$ cat config.mk
export PLATFORM = sky130hd
export DESIGN_NAME = fdh_host_port
export DESIGN_NICKNAME = d
export VERILOG_FILES = /design/src/fdh_ecc32.v /design/src/fdh_host_port.v
export VERILOG_INCLUDE_DIRS = /design/src /design/src/src
export SDC_FILE = /design/constraint.sdc
export NUM_CORES = 1
export LEC_CHECK = 0
export BUFFER_PORTS_ARGS = -buffer_cell sky130_fd_sc_hd__clkbuf_2
export CAP_MARGIN = 20
export CELL_PAD_IN_SITES_DETAIL_PLACEMENT = 1
export CELL_PAD_IN_SITES_GLOBAL_PLACEMENT = 1
export CORE_ASPECT_RATIO = 1.2
export CORE_MARGIN = 2
export CORE_UTILIZATION = 42
export CTS_CLUSTER_DIAMETER = 80
export DETAILED_ROUTE_END_ITERATION = 6
export GPL_TIMING_DRIVEN = 1
export PLACE_DENSITY = 0.87
export SYNTH_ARGS = -nofsm -noshare
export SYNTH_HDL_FRONTEND = slang
export SYNTH_SLANG_ARGS = --single-unit
$ cat constraint.sdc
create_clock -name i_sys_clk -period 8.1 [get_ports i_sys_clk]
set_input_delay 0.81 -clock i_sys_clk [delete_from_list [all_inputs] [get_ports i_sys_clk]]
set_output_delay 0.81 -clock i_sys_clk [all_outputs]
set_load 0.05 [all_outputs]
$ cat src/fdh_defs.vh
// constants of the fixed disk host port: ports, fields, codes and sizes
`ifndef FDH_DEFS_VH
`define FDH_DEFS_VH

// ==========================================
// i/o port addresses (10-bit i/o space)
`define FDH_DATA_PORT    10'h320
`define FDH_COND_PORT    10'h321
`define FDH_SEL_PORT     10'h322
`define FDH_MASK_PORT    10'h323

// ==========================================
// command block and sense sizes
`define FDH_BLK_BYTES    3'h6
`define FDH_SENSE_BYTES  3'h4
`define FDH_BLK_LAST     3'h5
`define FDH_SENSE_LAST   3'h3

// ==========================================
// completion status byte fields
`define FDH_STAT_ERR_BIT 1
`define FDH_STAT_DRV_BIT 5

// ==========================================
// controller_condition bits
`define FDH_COND_REQ     0
`define FDH_COND_TOHOST  1
`define FDH_COND_CMDPH   2
`define FDH_COND_BUSY    3
`define FDH_COND_IRQ     5

// ==========================================
// mask register bits and reset value
`define FDH_MASK_IRQ_EN  0
`define FDH_MASK_DMA_EN  1
`define FDH_MASK_RESET   2'h0

// ==========================================
// command opcode that returns sense bytes, and the ecc data-error code
`define FDH_OPC_SENSE    5'h03
`define FDH_ERR_DATA     6'h11

// ==========================================
// ecc generator
`define FDH_ECC_POLY     32'h04c11db7
`define FDH_ECC_SEED     32'h00000000

`endif

$ cat src/fdh_ecc32.v
// 32-bit ecc syndrome generator over the record byte stream
`include "fdh_defs.vh"

module fdh_ecc32 #(
    parameter [31:0] POLY = `FDH_ECC_POLY
) (
    // clock and reset
    input  wire        i_sys_clk,
    input  wire        i_sys_rst,
    // byte stream
    input  wire        i_clear,
    input  wire        i_byte_valid,
    input  wire [7:0]  i_byte,
    // result
    output wire [31:0] o_syndrome,
    output wire        o_nonzero
);

    reg [31:0] syn_ff;   // running remainder

    // ==========================================
    // one byte step of the division, msb first
    function [31:0] ecc_step;
        input [31:0] rem;
        input [7:0]  dat;
        integer      k;
        reg   [31:0] r;
        begin
            r = rem;
            for (k = 7; k >= 0; k = k - 1) begin
                if (r[31] ^ dat[k]) begin
                    r = {r[30:0], 1'b0} ^ POLY;
                end else begin
                    r = {r[30:0], 1'b0};
                end
            end
            ecc_step = r;
        end
    endfunction

    // remainder register: cleared per command, stepped per byte
    always @(posedge i_sys_clk or posedge i_sys_rst) begin
        if (i_sys_rst) begin
            syn_ff <= `FDH_ECC_SEED;
        end else if (i_clear) begin
            syn_ff <= `FDH_ECC_SEED;
        end else if (i_byte_valid) begin
            syn_ff <= ecc_step(syn_ff, i_byte);
        end
    end

    assign o_syndrome = syn_ff;
    assign o_nonzero  = |syn_ff;

endmodule

$ cat src/fdh_host_port.v
// fixed disk controller host port: i/o registers, command stack, dma and completion
`include "fdh_defs.vh"

module fdh_host_port #(
    parameter ADDR_W = 10
) (
    // clock and reset
    input  wire              i_sys_clk,
    input  wire              i_sys_rst,
    // i/o bus pins
    input  wire [ADDR_W-1:0] i_io_addr,
    input  wire [7:0]        i_io_data,
    input  wire              i_io_aen,
    input  wire              i_io_rd_n,
    input  wire              i_io_wr_n,
    output reg  [7:0]        o_io_data,
    output reg               o_io_data_oe_n,
    // dma and interrupt pins
    input  wire              i_dma_ack_n,
    input  wire              i_dma_tc,
    output reg               o_dma_req,
    output reg               o_irq,
    // controller select pulse
    output reg               o_sel_pulse,
    // command to the execution engine
    output reg               o_cmd_start,
    output reg  [7:0]        o_cmd_class_op,
    output reg               o_cmd_drive,
    output reg  [4:0]        o_cmd_head,
    output reg  [9:0]        o_cmd_cyl,
    output reg  [5:0]        o_cmd_sector,
    output reg  [7:0]        o_cmd_count,
    output reg  [7:0]        o_cmd_control,
    // record bytes, disk to memory
    input  wire              i_rd_valid,
    input  wire [7:0]        i_rd_byte,
    output wire              o_rd_ready,
    // record bytes, memory to disk
    input  wire              i_wr_want,
    output reg               o_wr_valid,
    output reg  [7:0]        o_wr_byte,
    output reg               o_dma_tc_seen,
    // completion from the execution engine
    input  wire              i_exec_done,
    input  wire [1:0]        i_exec_err_type,
    input  wire [3:0]        i_exec_err_code,
    input  wire              i_exec_addr_valid,
    input  wire              i_exec_chk_ecc,
    output wire [31:0]       o_ecc_syndrome
);

    // ==========================================
    // states, one-hot
    localparam [4:0] ST_IDLE  = 5'h01;  // no command, not busy
    localparam [4:0] ST_CMD   = 5'h02;  // collecting command block
    localparam [4:0] ST_EXEC  = 5'h04;  // engine running, dma active
    localparam [4:0] ST_SENSE = 5'h08;  // presenting sense bytes
    localparam [4:0] ST_STAT  = 5'h10;  // completion status waiting
    localparam       SYNC_W   = ADDR_W + 13;

    // ==========================================
    // synchroniser stages for every bus pin
    reg  [SYNC_W-1:0] s1_ff;       // first stage, read only by s2
    reg  [SYNC_W-1:0] s2_ff;       // stable stage
    reg  [SYNC_W-1:0] s3_ff;       // previous stable, for edges
    wire [SYNC_W-1:0] pins;        // raw pin bundle
    wire [ADDR_W-1:0] cur_addr;    // stable address
    wire [ADDR_W-1:0] old_addr;    // address one cycle earlier
    wire [7:0]        old_data;    // write data one cycle earlier
    wire              cur_aen;     // stable aen
    wire              old_aen;     // previous aen
    wire              cur_rd;      // read strobe active
    wire              old_rd;      // read strobe active before
    wire              old_wr;      // write strobe active before
    wire              cur_wr;      // write strobe active
    wire              cur_ack;     // dma acknowledge active
    wire              old_ack;     // dma acknowledge active before
    wire              old_tc;      // terminal count before

    assign pins     = {i_io_dma_bits(i_dma_ack_n, i_dma_tc), i_io_aen, ~i_io_rd_n, ~i_io_wr_n, i_io_data, i_io_addr};
    assign cur_addr = s2_ff[ADDR_W-1:0];
    assign old_addr = s3_ff[ADDR_W-1:0];
    assign old_data = s3_ff[ADDR_W+7:ADDR_W];
    assign cur_wr   = s2_ff[ADDR_W+8];
    assign old_wr   = s3_ff[ADDR_W+8];
    assign cur_rd   = s2_ff[ADDR_W+9];
    assign old_rd   = s3_ff[ADDR_W+9];
    assign cur_aen  = s2_ff[ADDR_W+10];
    assign old_aen  = s3_ff[ADDR_W+10];
    assign cur_ack  = s2_ff[ADDR_W+12];
    assign old_ack  = s3_ff[ADDR_W+12];
    assign old_tc   = s3_ff[ADDR_W+11];

    // pack dma pins: acknowledge made active high
    function [1:0] i_io_dma_bits;
        input ack_n;
        input tc;
        begin
            i_io_dma_bits = {~ack_n, tc};
        end
    endfunction

    // address hit for programmed i/o, blocked while aen or dack
    function hit;
        input [ADDR_W-1:0] a;
        input              aen;
        input              ack;
        input [ADDR_W-1:0] port;
        begin
            hit = (a == port) && !aen && !ack;
        end
    endfunction

    // two-flop synchroniser plus edge stage
    always @(posedge i_sys_clk or posedge i_sys_rst) begin
        if (i_sys_rst) begin
            s1_ff <= {SYNC_W{1'b0}};
            s2_ff <= {SYNC_W{1'b0}};
            s3_ff <= {SYNC_W{1'b0}};
        end else begin
            s1_ff <= pins;
            s2_ff <= s1_ff;
            s3_ff <= s2_ff;
        end
    end

    // ==========================================
    // bus events, taken at the trailing edge of each strobe
    wire rd_end  = old_rd && !cur_rd;
    wire wr_end  = old_wr && !cur_wr;
    wire rd_data = rd_end && hit(old_addr, old_aen, old_ack, `FDH_DATA_PORT);
    wire wr_data = wr_end && hit(old_addr, old_aen, old_ack, `FDH_DATA_PORT);
    wire wr_sel  = wr_end && hit(old_addr, old_aen, old_ack, `FDH_SEL_PORT);
    wire wr_mask = wr_end && hit(old_addr, old_aen, old_ack, `FDH_MASK_PORT);
    wire dma_rd  = rd_end && old_ack;  // memory takes a byte
    wire dma_wr  = wr_end && old_ack;  // memory gives a byte

    // ==========================================
    // control state
    reg [4:0]  state_ff;              // one-hot state
    reg [4:0]  nxt_state;             // next state
    reg [2:0]  idx_ff;                // stack position
    reg        sel_armed_ff;          // select seen, waiting for first byte
    reg        busy_ff;               // busy indication
    reg [1:0]  mask_ff;               // irq and dma enables
    reg [7:0]  blk_ff [0:5];          // command block stack
    reg [7:0]  sense_ff [0:3];        // sense byte stack
    reg        err_ff;                // last command failed
    reg        drive_ff;              // drive of last command
    reg        dma_dir_rd_ff;         // pending byte goes to memory
    reg [7:0]  dma_buf_ff;            // byte waiting for dma
    reg        ecc_clr;               // clear ecc at command start
    reg        ecc_feed;              // byte enters ecc
    reg [7:0]  ecc_byte;              // byte fed to ecc
    wire       ecc_bad;               // ecc remainder nonzero
    wire [7:0] status_byte;           // completion status
    wire [7:0] cond_byte;             // controller_condition view
    reg  [7:0] data_view;             // visible stack entry
    wire [7:0] blk_op;                // opcode byte of block
    integer    n;                     // reset loop index

    assign blk_op = blk_ff[0];

    // completion status: error in bit 1, drive in bit 5, rest zero
    assign status_byte = {2'b00, drive_ff, 3'b000, err_ff, 1'b0};

    // controller_condition: pure view of state, no storage
    assign cond_byte = {2'b00, o_irq, 1'b0, busy_ff,
                        state_ff[1] | sel_armed_ff,
                        state_ff[3] | state_ff[4],
                        state_ff[1] | state_ff[3] | state_ff[4] | sel_armed_ff};

    // the one stack entry presented on the data register
    always @* begin
        case (state_ff)
            ST_SENSE: data_view = sense_ff[idx_ff[1:0]];
            ST_STAT:  data_view = status_byte;
            ST_CMD:   data_view = blk_ff[idx_ff];
            default:  data_view = 8'h00;
        endcase
    end

    // ==========================================
    // next-state decode
    always @* begin
        nxt_state = state_ff;
        case (state_ff)
            ST_IDLE: begin
                if (wr_sel) begin
                    nxt_state = ST_CMD;
                end
            end
            ST_CMD: begin
                if (wr_data && idx_ff == `FDH_BLK_LAST) begin
                    if (blk_ff[0][4:0] == `FDH_OPC_SENSE) begin
                        nxt_state = ST_SENSE;
                    end else begin
                        nxt_state = ST_EXEC;
                    end
                end
            end
            ST_EXEC: begin
                if (i_exec_done) begin
                    nxt_state = ST_STAT;
                end
            end
            ST_SENSE: begin
                if (rd_data && idx_ff == `FDH_SENSE_LAST) begin
                    nxt_state = ST_STAT;
                end
            end
            ST_STAT: begin
                if (rd_data) begin
                    nxt_state = ST_IDLE;
                end
            end
            default: nxt_state = ST_IDLE;
        endcase
        if (wr_sel) begin
            nxt_state = ST_CMD;  // select restarts the stack
        end
    end

    // ==========================================
    // main sequencer: stack, busy, status, sense, interrupt
    always @(posedge i_sys_clk or posedge i_sys_rst) begin
        if (i_sys_rst) begin
            state_ff     <= ST_IDLE;
            idx_ff       <= 3'h0;
            sel_armed_ff <= 1'b0;
            busy_ff      <= 1'b0;
            mask_ff      <= `FDH_MASK_RESET;
            err_ff       <= 1'b0;
            drive_ff     <= 1'b0;
            o_irq        <= 1'b0;
            o_sel_pulse  <= 1'b0;
            o_cmd_start  <= 1'b0;
            for (n = 0; n < 6; n = n + 1) begin
                blk_ff[n] <= 8'h00;
            end
            for (n = 0; n < 4; n = n + 1) begin
                sense_ff[n] <= 8'h00;
            end
        end else begin
            state_ff    <= nxt_state;
            o_sel_pulse <= wr_sel;
            o_cmd_start <= 1'b0;
            if (wr_mask) begin
                mask_ff <= old_data[1:0];
            end
            if (wr_sel) begin
                idx_ff       <= 3'h0;
                sel_armed_ff <= 1'b1;
                busy_ff      <= 1'b0;
                o_irq        <= 1'b0;
            end else begin
                case (state_ff)
                    ST_CMD: begin
                        if (wr_data) begin
                            blk_ff[idx_ff] <= old_data;
                            sel_armed_ff   <= 1'b0;
                            busy_ff        <= 1'b1;
                            if (idx_ff == `FDH_BLK_LAST) begin
                                idx_ff      <= 3'h0;
                                o_cmd_start <= (blk_ff[0][4:0] != `FDH_OPC_SENSE);
                            end else begin
                                idx_ff <= idx_ff + 3'h1;
                            end
                        end
                    end
                    ST_EXEC: begin
                        if (i_exec_done) begin
                            drive_ff <= blk_ff[1][5];
                            if (i_exec_err_type != 2'b00 || i_exec_err_code != 4'h0) begin
                                err_ff      <= 1'b1;
                                sense_ff[0] <= {i_exec_addr_valid, 1'b0,
                                                i_exec_err_type, i_exec_err_code};
                            end else if (i_exec_chk_ecc && ecc_bad) begin
                                err_ff      <= 1'b1;
                                sense_ff[0] <= {i_exec_addr_valid, 1'b0, `FDH_ERR_DATA};
                            end else begin
                                err_ff      <= 1'b0;
                                sense_ff[0] <= {i_exec_addr_valid, 7'h00};
                            end
                            sense_ff[1] <= {2'b00, blk_ff[1][5:0]};
                            sense_ff[2] <= blk_ff[2];
                            sense_ff[3] <= blk_ff[3];
                            o_irq       <= mask_ff[`FDH_MASK_IRQ_EN];
                        end
                    end
                    ST_SENSE: begin
                        if (idx_ff == 3'h0 && !busy_ff) begin
                            busy_ff <= 1'b1;
                        end
                        if (rd_data) begin
                            if (idx_ff == `FDH_SENSE_LAST) begin
                                idx_ff <= 3'h0;
                                err_ff <= 1'b0;
                                o_irq  <= mask_ff[`FDH_MASK_IRQ_EN];
                            end else begin
                                idx_ff <= idx_ff + 3'h1;
                            end
                        end
                    end
                    ST_STAT: begin
                        if (rd_data) begin
                            busy_ff <= 1'b0;
                            o_irq   <= 1'b0;
                        end
                    end
                    default: begin
                        idx_ff <= 3'h0;
                    end
                endcase
            end
        end
    end

    // ==========================================
    // command fields for the execution engine
    always @(posedge i_sys_clk or posedge i_sys_rst) begin
        if (i_sys_rst) begin
            o_cmd_class_op <= 8'h00;
            o_cmd_drive    <= 1'b0;
            o_cmd_head     <= 5'h00;
            o_cmd_cyl      <= 10'h000;
            o_cmd_sector   <= 6'h00;
            o_cmd_count    <= 8'h00;
            o_cmd_control  <= 8'h00;
        end else if (state_ff == ST_CMD && wr_data && idx_ff == `FDH_BLK_LAST) begin
            o_cmd_class_op <= blk_op;
            o_cmd_drive    <= blk_ff[1][5];
            o_cmd_head     <= blk_ff[1][4:0];
            o_cmd_cyl      <= {blk_ff[2][7:6], blk_ff[3]};
            o_cmd_sector   <= blk_ff[2][5:0];
            o_cmd_count    <= blk_ff[4];
            o_cmd_control  <= old_data;
        end
    end

    // ==========================================
    // dma byte mover: one byte buffered each way
    assign o_rd_ready = state_ff[2] && !o_dma_req && mask_ff[`FDH_MASK_DMA_EN];

    always @(posedge i_sys_clk or posedge i_sys_rst) begin
        if (i_sys_rst) begin
            o_dma_req     <= 1'b0;
            dma_dir_rd_ff <= 1'b0;
            dma_buf_ff    <= 8'h00;
            o_wr_valid    <= 1'b0;
            o_wr_byte     <= 8'h00;
            o_dma_tc_seen <= 1'b0;
        end else begin
            o_wr_valid    <= 1'b0;
            o_dma_tc_seen <= 1'b0;
            if (!state_ff[2] || wr_sel) begin
                o_dma_req <= 1'b0;
            end else if (o_dma_req) begin
                if (cur_ack) begin
                    o_dma_req <= 1'b0;  // acknowledge degates the request
                end
            end else if (i_rd_valid && o_rd_ready) begin
                dma_buf_ff    <= i_rd_byte;
                dma_dir_rd_ff <= 1'b1;
                o_dma_req     <= 1'b1;
            end else if (i_wr_want && mask_ff[`FDH_MASK_DMA_EN]) begin
                dma_dir_rd_ff <= 1'b0;
                o_dma_req     <= 1'b1;
            end
            if (dma_wr && !dma_dir_rd_ff) begin
                o_wr_byte  <= old_data;
                o_wr_valid <= 1'b1;
            end
            if ((dma_wr || dma_rd) && old_tc) begin
                o_dma_tc_seen <= 1'b1;
            end
        end
    end

    // ecc stream: every record byte, either direction, except a memory byte in the cycle a disk byte is taken and any byte in the o_cmd_start cycle
    always @* begin
        ecc_clr  = o_cmd_start;
        ecc_feed = 1'b0;
        ecc_byte = 8'h00;
        if (i_rd_valid && o_rd_ready) begin
            ecc_feed = 1'b1;
            ecc_byte = i_rd_byte;
        end else if (dma_wr && !dma_dir_rd_ff && state_ff[2]) begin
            ecc_feed = 1'b1;
            ecc_byte = old_data;
        end
    end

    fdh_ecc32 #(
        .POLY (`FDH_ECC_POLY)
    ) fdh_ecc32_inst (
        .i_sys_clk    (i_sys_clk),
        .i_sys_rst    (i_sys_rst),
        .i_clear      (ecc_clr),
        .i_byte_valid (ecc_feed),
        .i_byte       (ecc_byte),
        .o_syndrome   (o_ecc_syndrome),
        .o_nonzero    (ecc_bad)
    );

    // ==========================================
    // read data drive: registered, enable low while driving
    always @(posedge i_sys_clk or posedge i_sys_rst) begin
        if (i_sys_rst) begin
            o_io_data      <= 8'h00;
            o_io_data_oe_n <= 1'b1;
        end else if (cur_rd && cur_ack && state_ff[2] && dma_dir_rd_ff) begin
            o_io_data      <= dma_buf_ff;
            o_io_data_oe_n <= 1'b0;
        end else if (cur_rd && hit(cur_addr, cur_aen, cur_ack, `FDH_DATA_PORT)) begin
            o_io_data      <= data_view;
            o_io_data_oe_n <= 1'b0;
        end else if (cur_rd && hit(cur_addr, cur_aen, cur_ack, `FDH_COND_PORT)) begin
            o_io_data      <= cond_byte;
            o_io_data_oe_n <= 1'b0;
        end else if (cur_rd && hit(cur_addr, cur_aen, cur_ack, `FDH_MASK_PORT)) begin
            o_io_data      <= {6'h00, mask_ff};
            o_io_data_oe_n <= 1'b0;
        end else begin
            o_io_data      <= 8'h00;
            o_io_data_oe_n <= 1'b1;
        end
    end

endmodule

==> summary.txt, run 1 <==
Routing
  – First DRT Iteration DRCs: 477
  – Vias per Instance: 5.579
  – Wire length per cell after detailed routing: 22.30 µm
  – Vias after detailed routing: 8179
  – Total detailed-routing wirelength: 32.69 mm
  – Total iterations of the first detailed-routing run: 5
  – Post-route antenna net violation count: 0
  – Number of DRC violations after detailed routing: 0

Timing
  – Peak Freq: 284.0 MHz
  – Post-layout worst setup margin: 4.579 ns
  – Final period utilization: 43.47%
  – Transition at the pin with the smallest max-transition slack: 0.9628 ns
  – Total setup violations reported at the end of the flow: 0
  – Setup repair after global routing missed its margin: no
  – Final Hold Fails: 0
  – Worst hold slack: 0.3459 ns
  – Min cycle time layout: 3.521 ns
  – Remaining max-slew budget at the tightest pin: 35.68%
  – Setup_tns: 0 ns
  – Final count of pins violating max slew: 0
  – Clock skew after layout: 0.009772 ns

Die
  – Die ar.: 0.02888 mm²
  – Number of cell rows: 66
  – Width of the chip: 155.5 µm
  – Total core area: 0.02709 mm²
  – I/O pin count: 146
  – DIE HEIGHT: 185.8 µm
  – Starting density of the core: 42.69%

Global routing
  – Maximum number of pins on one net before global-route repair: 73
  – Residual overflow from global routing: 0
  – Global-route usage over all layers: 22.98%
  – Number of global-route vias before repair: 8735
  – Number of antenna violations at the first check in global routing: 1
  – First-pass GRT wire length: 51.34 mm

Placed design
  – Worst slack after detailed placement: 4.621 ns
  – Port-buffer cells: 145
  – Placed instance area: 0.01255 mm²
  – Final GP Congestion: 0.9163
  – Half-perimeter wire length after placement: 23.23 mm

Finish
  – Post-synthesis to final-layout area growth: 16.66%
  – Final #Nets: 1155
  – Post-route cell area: 0.01349 mm²
  – Inserted Diodes: 0
  – Core utilization of the finished layout: 49.80%
  – Number of fill cells: 2856
  – Fraction of layout instances using a drive strength above 1: 29.31%

Clocking
  – Number of H-tree branching levels: 1
  – Number of sinks on the clock net: 269
  – Post-CTS Setup Inserts: 0
  – Clock tree from TritonCTS: built
  – Clock latency reported for the late side of the worst-skew pair: 0.53 ns
  – Cts-stage hold buffer count: 0
  – Number of clock buffers inserted by TritonCTS: 27
  – Cts repair resizes: 0
  – Number of buffers on the longest clock path: 3
  – Clock input transition at the sequential cells of the worst setup and hold paths: 0.07 ns
  – Root Buffer Master: sky130_fd_sc_hd__clkbuf_16

Worst setup path
  – Reg-to-reg slack, setup: 4.58 ns
  – Worst Reg-to-Reg Cells: 7
  – CP Launch Type: register
  – Data arrival time of the worst path: 3.95 ns
  – Beginning of the worst register-to-register path: state_ff[2]
  – Critical Path Fanout Max: 27
  – Crit path capture type: register
  – Start-to-end type of the worst setup path: reg2reg
  – End of the worst register-to-register path: fdh_ecc32_inst.o_syndrome[12]
  – Critical path required time: 8.53 ns

Power and ir drop
  – Peak ir drop on the vdd network: 0.1431 mV
  – Total power divided by cell area: 205.5 mW/mm²
  – LEAKAGE: 6.548 nW

Worst hold path
  – Worst Hold Class: reg2reg
  – Startpoint of the lowest-slack hold path: s1_ff[6]
  – Number of cells on the worst hold path: 0
  – Hold Path End: s2_ff[6]

Logic synthesis
  – Number of enable-type register cells in the synthesized netlist: 0
  – Synthesized area: 0.01156 mm²
  – Yosys reg bits: 269
  – Share of flip-flops with an asynchronous set or reset: 100.0%
  – Instance count of the mapped netlist: 976
  – Share of the yosys chip area belonging to registers: 58.24%
  – Avg Inst Size Synth: 11.85 µm²
  – Unique cell type count in the Yosys netlist: 69
  – Net count of the mapped netlist: 1025
  – Dominant register cell in the synthesized netlist: sky130_fd_sc_hd__dfrtp_1
  – Synth Warn #: 0

Flow run
  – Count of maximum capacitance violations: 0

Status
  – Outcome: finished, final reports clean
==> cells in the mapped netlist, types with 8 or more instances <==
| cell type | instances | area share [%] |
|---|---|---|
| sky130_fd_sc_hd__a21oi_1 | 13 | 0.56 |
| sky130_fd_sc_hd__a22o_1 | 15 | 1.1 |
| sky130_fd_sc_hd__and3_1 | 8 | 0.43 |
| sky130_fd_sc_hd__buf_2 | 8 | 0.35 |
| sky130_fd_sc_hd__clkbuf_1 | 35 | 1.1 |
| sky130_fd_sc_hd__dfrtp_1 | 267 | 58 |
| sky130_fd_sc_hd__inv_1 | 14 | 0.45 |
| sky130_fd_sc_hd__mux2_2 | 94 | 9.2 |
| sky130_fd_sc_hd__mux2i_1 | 14 | 1.2 |
| sky130_fd_sc_hd__nand2_1 | 209 | 6.8 |
| sky130_fd_sc_hd__nand3_1 | 15 | 0.65 |
| sky130_fd_sc_hd__nand4_1 | 11 | 0.60 |
| sky130_fd_sc_hd__nor2_1 | 28 | 0.91 |
| sky130_fd_sc_hd__nor4_1 | 13 | 0.70 |
| sky130_fd_sc_hd__o21ai_0 | 50 | 2.2 |
| sky130_fd_sc_hd__xnor2_1 | 44 | 3.3 |
| sky130_fd_sc_hd__xor2_1 | 11 | 0.83 |
==> cells in the final DEF, fill, tap and decap left out, types with 12 or more instances in the layout <==
cell,count
sky130_fd_sc_hd__inv_1,13
sky130_fd_sc_hd__mux2_2,94
sky130_fd_sc_hd__nor2_1,26
sky130_fd_sc_hd__nand2_1,209
sky130_fd_sc_hd__o21ai_0,50
sky130_fd_sc_hd__mux2i_1,14
sky130_fd_sc_hd__xnor2_1,44
sky130_fd_sc_hd__a22o_1,15
sky130_fd_sc_hd__nand3_1,15
sky130_fd_sc_hd__a21oi_1,13
sky130_fd_sc_hd__clkbuf_2,145
sky130_fd_sc_hd__clkbuf_16,27
sky130_fd_sc_hd__dfrtp_1,267
sky130_fd_sc_hd__nor4_1,12
==> critical path: stages, from the launching register on <==
cell	delay, ns
sky130_fd_sc_hd__dfrtp_1	0.84
sky130_fd_sc_hd__nand4b_1	0.59
sky130_fd_sc_hd__and4_1	0.43
sky130_fd_sc_hd__o221a_2	0.32
sky130_fd_sc_hd__xnor2_2	0.22
sky130_fd_sc_hd__xnor2_1	0.39
sky130_fd_sc_hd__xor3_1	0.40
sky130_fd_sc_hd__a22o_1	0.20
==> how the worst max path moves through the flow <==
stage	startpoint	end	slack [ns]	cells after the start
global route	state_ff[2]	fdh_ecc32_inst.o_syndrome[12]	4.34	7
floorplan	i_sys_rst	blk_ff[0]	3.74	1
global placement	state_ff[2]	fdh_ecc32_inst.o_syndrome[12]	4.77	7
CTS	state_ff[2]	fdh_ecc32_inst.o_syndrome[12]	4.65	7
finish	state_ff[2]	fdh_ecc32_inst.o_syndrome[12]	4.58	7
detailed placement	state_ff[2]	fdh_ecc32_inst.o_syndrome[12]	4.62	7
==> final cells by class <==
type                       instances  area [µm²]  area share, %
clock buffer                      35       725.7          5.380
clock inverter                    14       183.9          1.364
inverter                          15       60.06         0.4452
multi-input combinational        638        4539          33.65
sequential                       269        6734          49.92
tap                              340       425.4          3.154
timing repair buffer             155       820.8          6.085
==> power breakdown <==
group / switching, mW / internal, mW / total, mW
Clock: 0.523 / 0.761 / 1.28
Sequential: 0.0238 / 1.37 / 1.39
Combinational: 0.0726 / 0.0229 / 0.0954
Total: 0.620 / 2.15 / 2.77
==> flip-flops by register name (all words and copies together), names as in the netlist, 10 cells and up <==
name / count
sense_ff: 28
fdh_ecc32_inst.o_syndrome: 32
s2_ff: 23
blk_ff: 40
s3_ff: 23
s1_ff: 23
o_cmd_cyl: 10
==> metrics by stage <==
step	power, mW	instances
after floorplan	1.471	976
after CTS	2.798	1465
after global routing	2.861	1466
after detailed placement	1.516	1416
after global placement	1.511	1416
final	2.772	1466
==> cells by family (layout without fill, tap and decap cells) <==
logic type	count (synthesis)	after routing	share of synthesized area, %
and+or+nand+nor	326	326	13.36
buffers and inverters	69	219	2.597
DFF	269	269	58.24
AOI/OAI and AO/OA	128	128	7.824
adders and majority gates	5	5	0.5411
xor gates and xnor gates	64	64	5.703
muxes	115	115	11.73
==> per-layer routing <==
layer / part of all wire [%] / wire length [µm] / global-route usage, %
met1: 41 / 13430 / 29.85
met4: 3.4 / 1100 / 7.853
met2: 50 / 16460 / 40.11
met5: 0 / 0 / 0
met3: 5.2 / 1702 / 2.678
Note: power is estimated with default switching activity, not from simulation.
==> run 2: changes to the inputs <==
- clock period: 8.1 -> 3.1 ns (I/O delays scaled with it)
==> run 2 against run 1 <==
Compared with the run above: hold slack got worse by 0.33 ns; register-to-register slack got worse by 4.4 ns; clock skew up 0.0047 ns; global-route usage is 1.2 points higher; sequential cell count unchanged; routed wire length up 4.3%; power rose to 2.7 times the previous value; count of clock-buffer cells in the layout down 2; maximum frequency rose by 19%; clock power rose to 2.7 times the previous value; final area rose by 3.8%; cell count up 3.3%.
==> summary.txt, run 2 (same netlist as run 1, synthesis figures left out) <==
Routing
  – Vias after detailed routing: 8368 (+2.3%)
  – Wire length per cell after detailed routing: 22.52 µm (+1.0%)
  – Total iterations of the first detailed-routing run: 5 (unchanged)
  – Vias per Instance: 5.527 (-0.93%)
  – Number of DRC violations after detailed routing: 0 (unchanged)
  – First DRT Iteration DRCs: 499 (+4.6%)
  – Total detailed-routing wirelength: 34.10 mm (+4.3%)
  – Post-route antenna net violation count: 0 (unchanged)

Global routing
  – Met2 demand-to-capacity share in global routing: 44.28% (+4.2 points)
  – Number of global-route vias before repair: 9088 (+4.0%)
  – Number of antenna violations at the first check in global routing: 0 (-1)
  – Met3 routing resource usage after global routing: 3.912% (+1.2 points)
  – Fraction of met1 tracks used by global routing: 29.09% (-0.76 points)
  – Global-route usage over all layers: 24.19% (+1.2 points)
  – Residual overflow from global routing: 0 (unchanged)
  – First-pass GRT wire length: 53.59 mm (+4.4%)
  – Maximum number of pins on one net before global-route repair: 54 (-26%)
  – Global-route layer with the greatest usage: met2

Power and ir drop
  – LEAKAGE: 6.794 nW (+3.8%)
  – Total power divided by cell area: 529.7 mW/mm² (+160%)
  – Peak ir drop on the vdd network: 0.3303 mV (+130%)

Timing
  – Final Hold Fails: 0 (unchanged)
  – Clock skew after layout: 0.01450 ns (+0.004727 ns)
  – Total setup violations reported at the end of the flow: 0 (unchanged)
  – Remaining max-slew budget at the tightest pin: 35.19% (-0.49 points)
  – Peak Freq: 339.3 MHz (+19%)
  – Final count of pins violating max slew: 0 (unchanged)
  – Setup repair after global routing missed its margin: no
  – Min cycle time layout: 2.947 ns (-0.5741 ns)
  – Final period utilization: 95.06% (+52 points)
  – Transition at the pin with the smallest max-transition slack: 0.9701 ns (+0.007352 ns)

Placed design
  – Half-perimeter wire length after placement: 23.99 mm (+3.3%)
  – Placed instance area: 0.01281 mm² (+2.1%)
  – Final GP Congestion: 0.9185 (+0.24%)
  – Placed cells: 1442 (+1.8%)
  – Port-buffer cells: 145 (unchanged)

Die
  – I/O pin count: 146 (unchanged)
  – Number of cell rows: 66 (unchanged)
  – Starting density of the core: 42.69% (unchanged)
  – Width of the chip: 155.5 µm (unchanged)
  – Die ar.: 0.02888 mm² (unchanged)
  – DIE HEIGHT: 185.8 µm (unchanged)
  – Total core area: 0.02709 mm² (unchanged)

Finish
  – Number of fill cells: 2887 (+1.1%)
  – Post-synthesis to final-layout area growth: 21.06%
  – Fraction of layout instances using a drive strength above 1: 30.32% (+1.0 points)
  – Most used cells in the layout excluding fill and tap cells: 267 x sky130_fd_sc_hd__dfrtp_1, 209 x sky130_fd_sc_hd__nand2_1, 145 x sky130_fd_sc_hd__clkbuf_2
  – Post-route cell area: 0.01400 mm² (+3.8%)
  – Inserted Diodes: 0 (unchanged)
  – Final Instance Count excl. Fillers: 1514 (+3.3%)
  – Flip-flop count of the largest register, all copies and words added: 40 (unchanged)
  – Largest reg by FF count: blk_ff
  – Most frequent standard cell in the layout excluding fill and tap cells: sky130_fd_sc_hd__dfrtp_1
  – Final #Nets: 1205 (+4.3%)

Clocking
  – Root Buffer Master: sky130_fd_sc_hd__clkbuf_16
  – Clock latency reported for the late side of the worst-skew pair: 0.55 ns (+0.02 ns)
  – Number of sinks on the clock net: 269 (unchanged)
  – Number of H-tree branching levels: 1 (unchanged)
  – Number of clock buffers inserted by TritonCTS: 27 (unchanged)
  – Cts repair resizes: 0 (unchanged)
  – Clock input transition at the sequential cells of the worst setup and hold paths: 0.07 ns (about the same)
  – Clock tree from TritonCTS: built
  – Number of buffers on the longest clock path: 3 (unchanged)

Worst setup path
  – Slowest Stage Delay on Critical Path: 0.64 ns (-0.20 ns)
  – Start-to-end type of the worst setup path: reg2reg
  – Worst Reg-to-Reg Cells: 7 (unchanged)
  – Cell repeated most along the worst path: sky130_fd_sc_hd__xnor2_1
  – Reg-to-reg slack, setup: 0.15 ns (-4.43 ns)
  – CP Launch Type: register
  – Critical Path Fanout Max: 22 (-19%)
  – Crit path capture type: register
  – Worst path cell trace: and4bb_2, nand4_1, a211oi_4, xnor2_1, xnor2_1, xor3_1, a22o_1
  – Data arrival time of the worst path: 3.38 ns (-0.57 ns)
  – Critical path required time: 3.53 ns (-5.00 ns)
  – Cell with the largest stage delay on the worst path: sky130_fd_sc_hd__and4bb_2
  – Beginning of the worst register-to-register path: dma_dir_rd_ff
  – End of the worst register-to-register path: fdh_ecc32_inst.o_syndrome[12]

Status
  – Outcome: finished, final reports clean

Flow run
  – Count of maximum capacitance violations: 0 (unchanged)

Worst hold path
  – Hold Path End: sense_ff[31]
  – Startpoint of the lowest-slack hold path: i_exec_addr_valid
  – Number of cells on the worst hold path: 2 (+2)
  – Worst Hold Class: in2reg
-- run 2: cell count changes in the layout (fill, tap and decap cells not counted), moves of 2 or more --
cell | previous run | this run
sky130_fd_sc_hd__buf_12 | 0 | 5
sky130_fd_sc_hd__clkinv_4 | 3 | 1
sky130_fd_sc_hd__buf_4 | 9 | 30
sky130_fd_sc_hd__clkbuf_1 | 6 | 3
sky130_fd_sc_hd__dlygate4sd3_1 | 0 | 25
sky130_fd_sc_hd__clkinvlp_4 | 2 | 5
sky130_fd_sc_hd__clkinv_2 | 6 | 4
-- run 2: per-layer routing --
metal  wire [µm]  up-vias
met5           0        -
met4         954        0
met3        1616       63
met2       18000      246
met1       13530     4324
li1            -     3735
-- run 2: layout make-up --
class / instances / area (µm²) / area share, %
clock inverter: 14 / 209.0 / 1.493
inverter: 15 / 60.06 / 0.4291
clock buffer: 33 / 728.2 / 5.202
tap: 340 / 425.4 / 3.039
timing repair buffer: 205 / 1301 / 9.297
sequential: 269 / 6734 / 48.11
multi-input combinational: 638 / 4539 / 32.43
-- run 2: worst max path at each step --
stage	startpoint	end	slack (ns)	cells past startpoint
after CTS	dma_dir_rd_ff	fdh_ecc32_inst.o_syndrome[12]	0.20	7
after global placement	s3_ff[4]	dma_buf_ff[7]	0.27	5
final	dma_dir_rd_ff	fdh_ecc32_inst.o_syndrome[12]	0.15	7
after global routing	dma_dir_rd_ff	fdh_ecc32_inst.o_syndrome[5]	0.02	8
after detailed placement	s3_ff[4]	o_cmd_control[6]	0.19	6
after floorplan	i_sys_rst	blk_ff[0]	-0.76	1
-- run 2: worst max-delay path, delay by kind of cell (launching register included) --
kind | cells | cell delay (ns)
compound gates | 2 | 0.71
xor+xnor | 3 | 0.85
flops | 1 | 0.40
simple gates | 2 | 0.89
-- run 2: through the flow --
stage	util (%)	setup WS, ns	power [mW]	hold slack, ns	TNS (ns)
finish	51.68	0.1531	7.415	0.01899	0
global route	51.68	0.02017	7.650	0.02274	0
CTS	51.68	0.2001	7.492	0.0005672	0
detailed placement	47.29	0.1932	3.975	0.3358	0
global placement	47.29	0.2677	3.962	0.3336	0
floorplan	-	-0.7618	3.844	0.3312	-203.41
-- run 2: report_power, final --
part	leakage [nW]	internal [mW]	switching, mW	total (mW)
clock network	0.449	2.08	1.40	3.49
logic	2.77	0.0916	0.201	0.292
registers	3.57	3.58	0.0597	3.64
-- run 2: what timing repair did --
item	CTS	global route
hold endpoints to repair	48	0
hold buffers	25	0
setup buffers	0	0
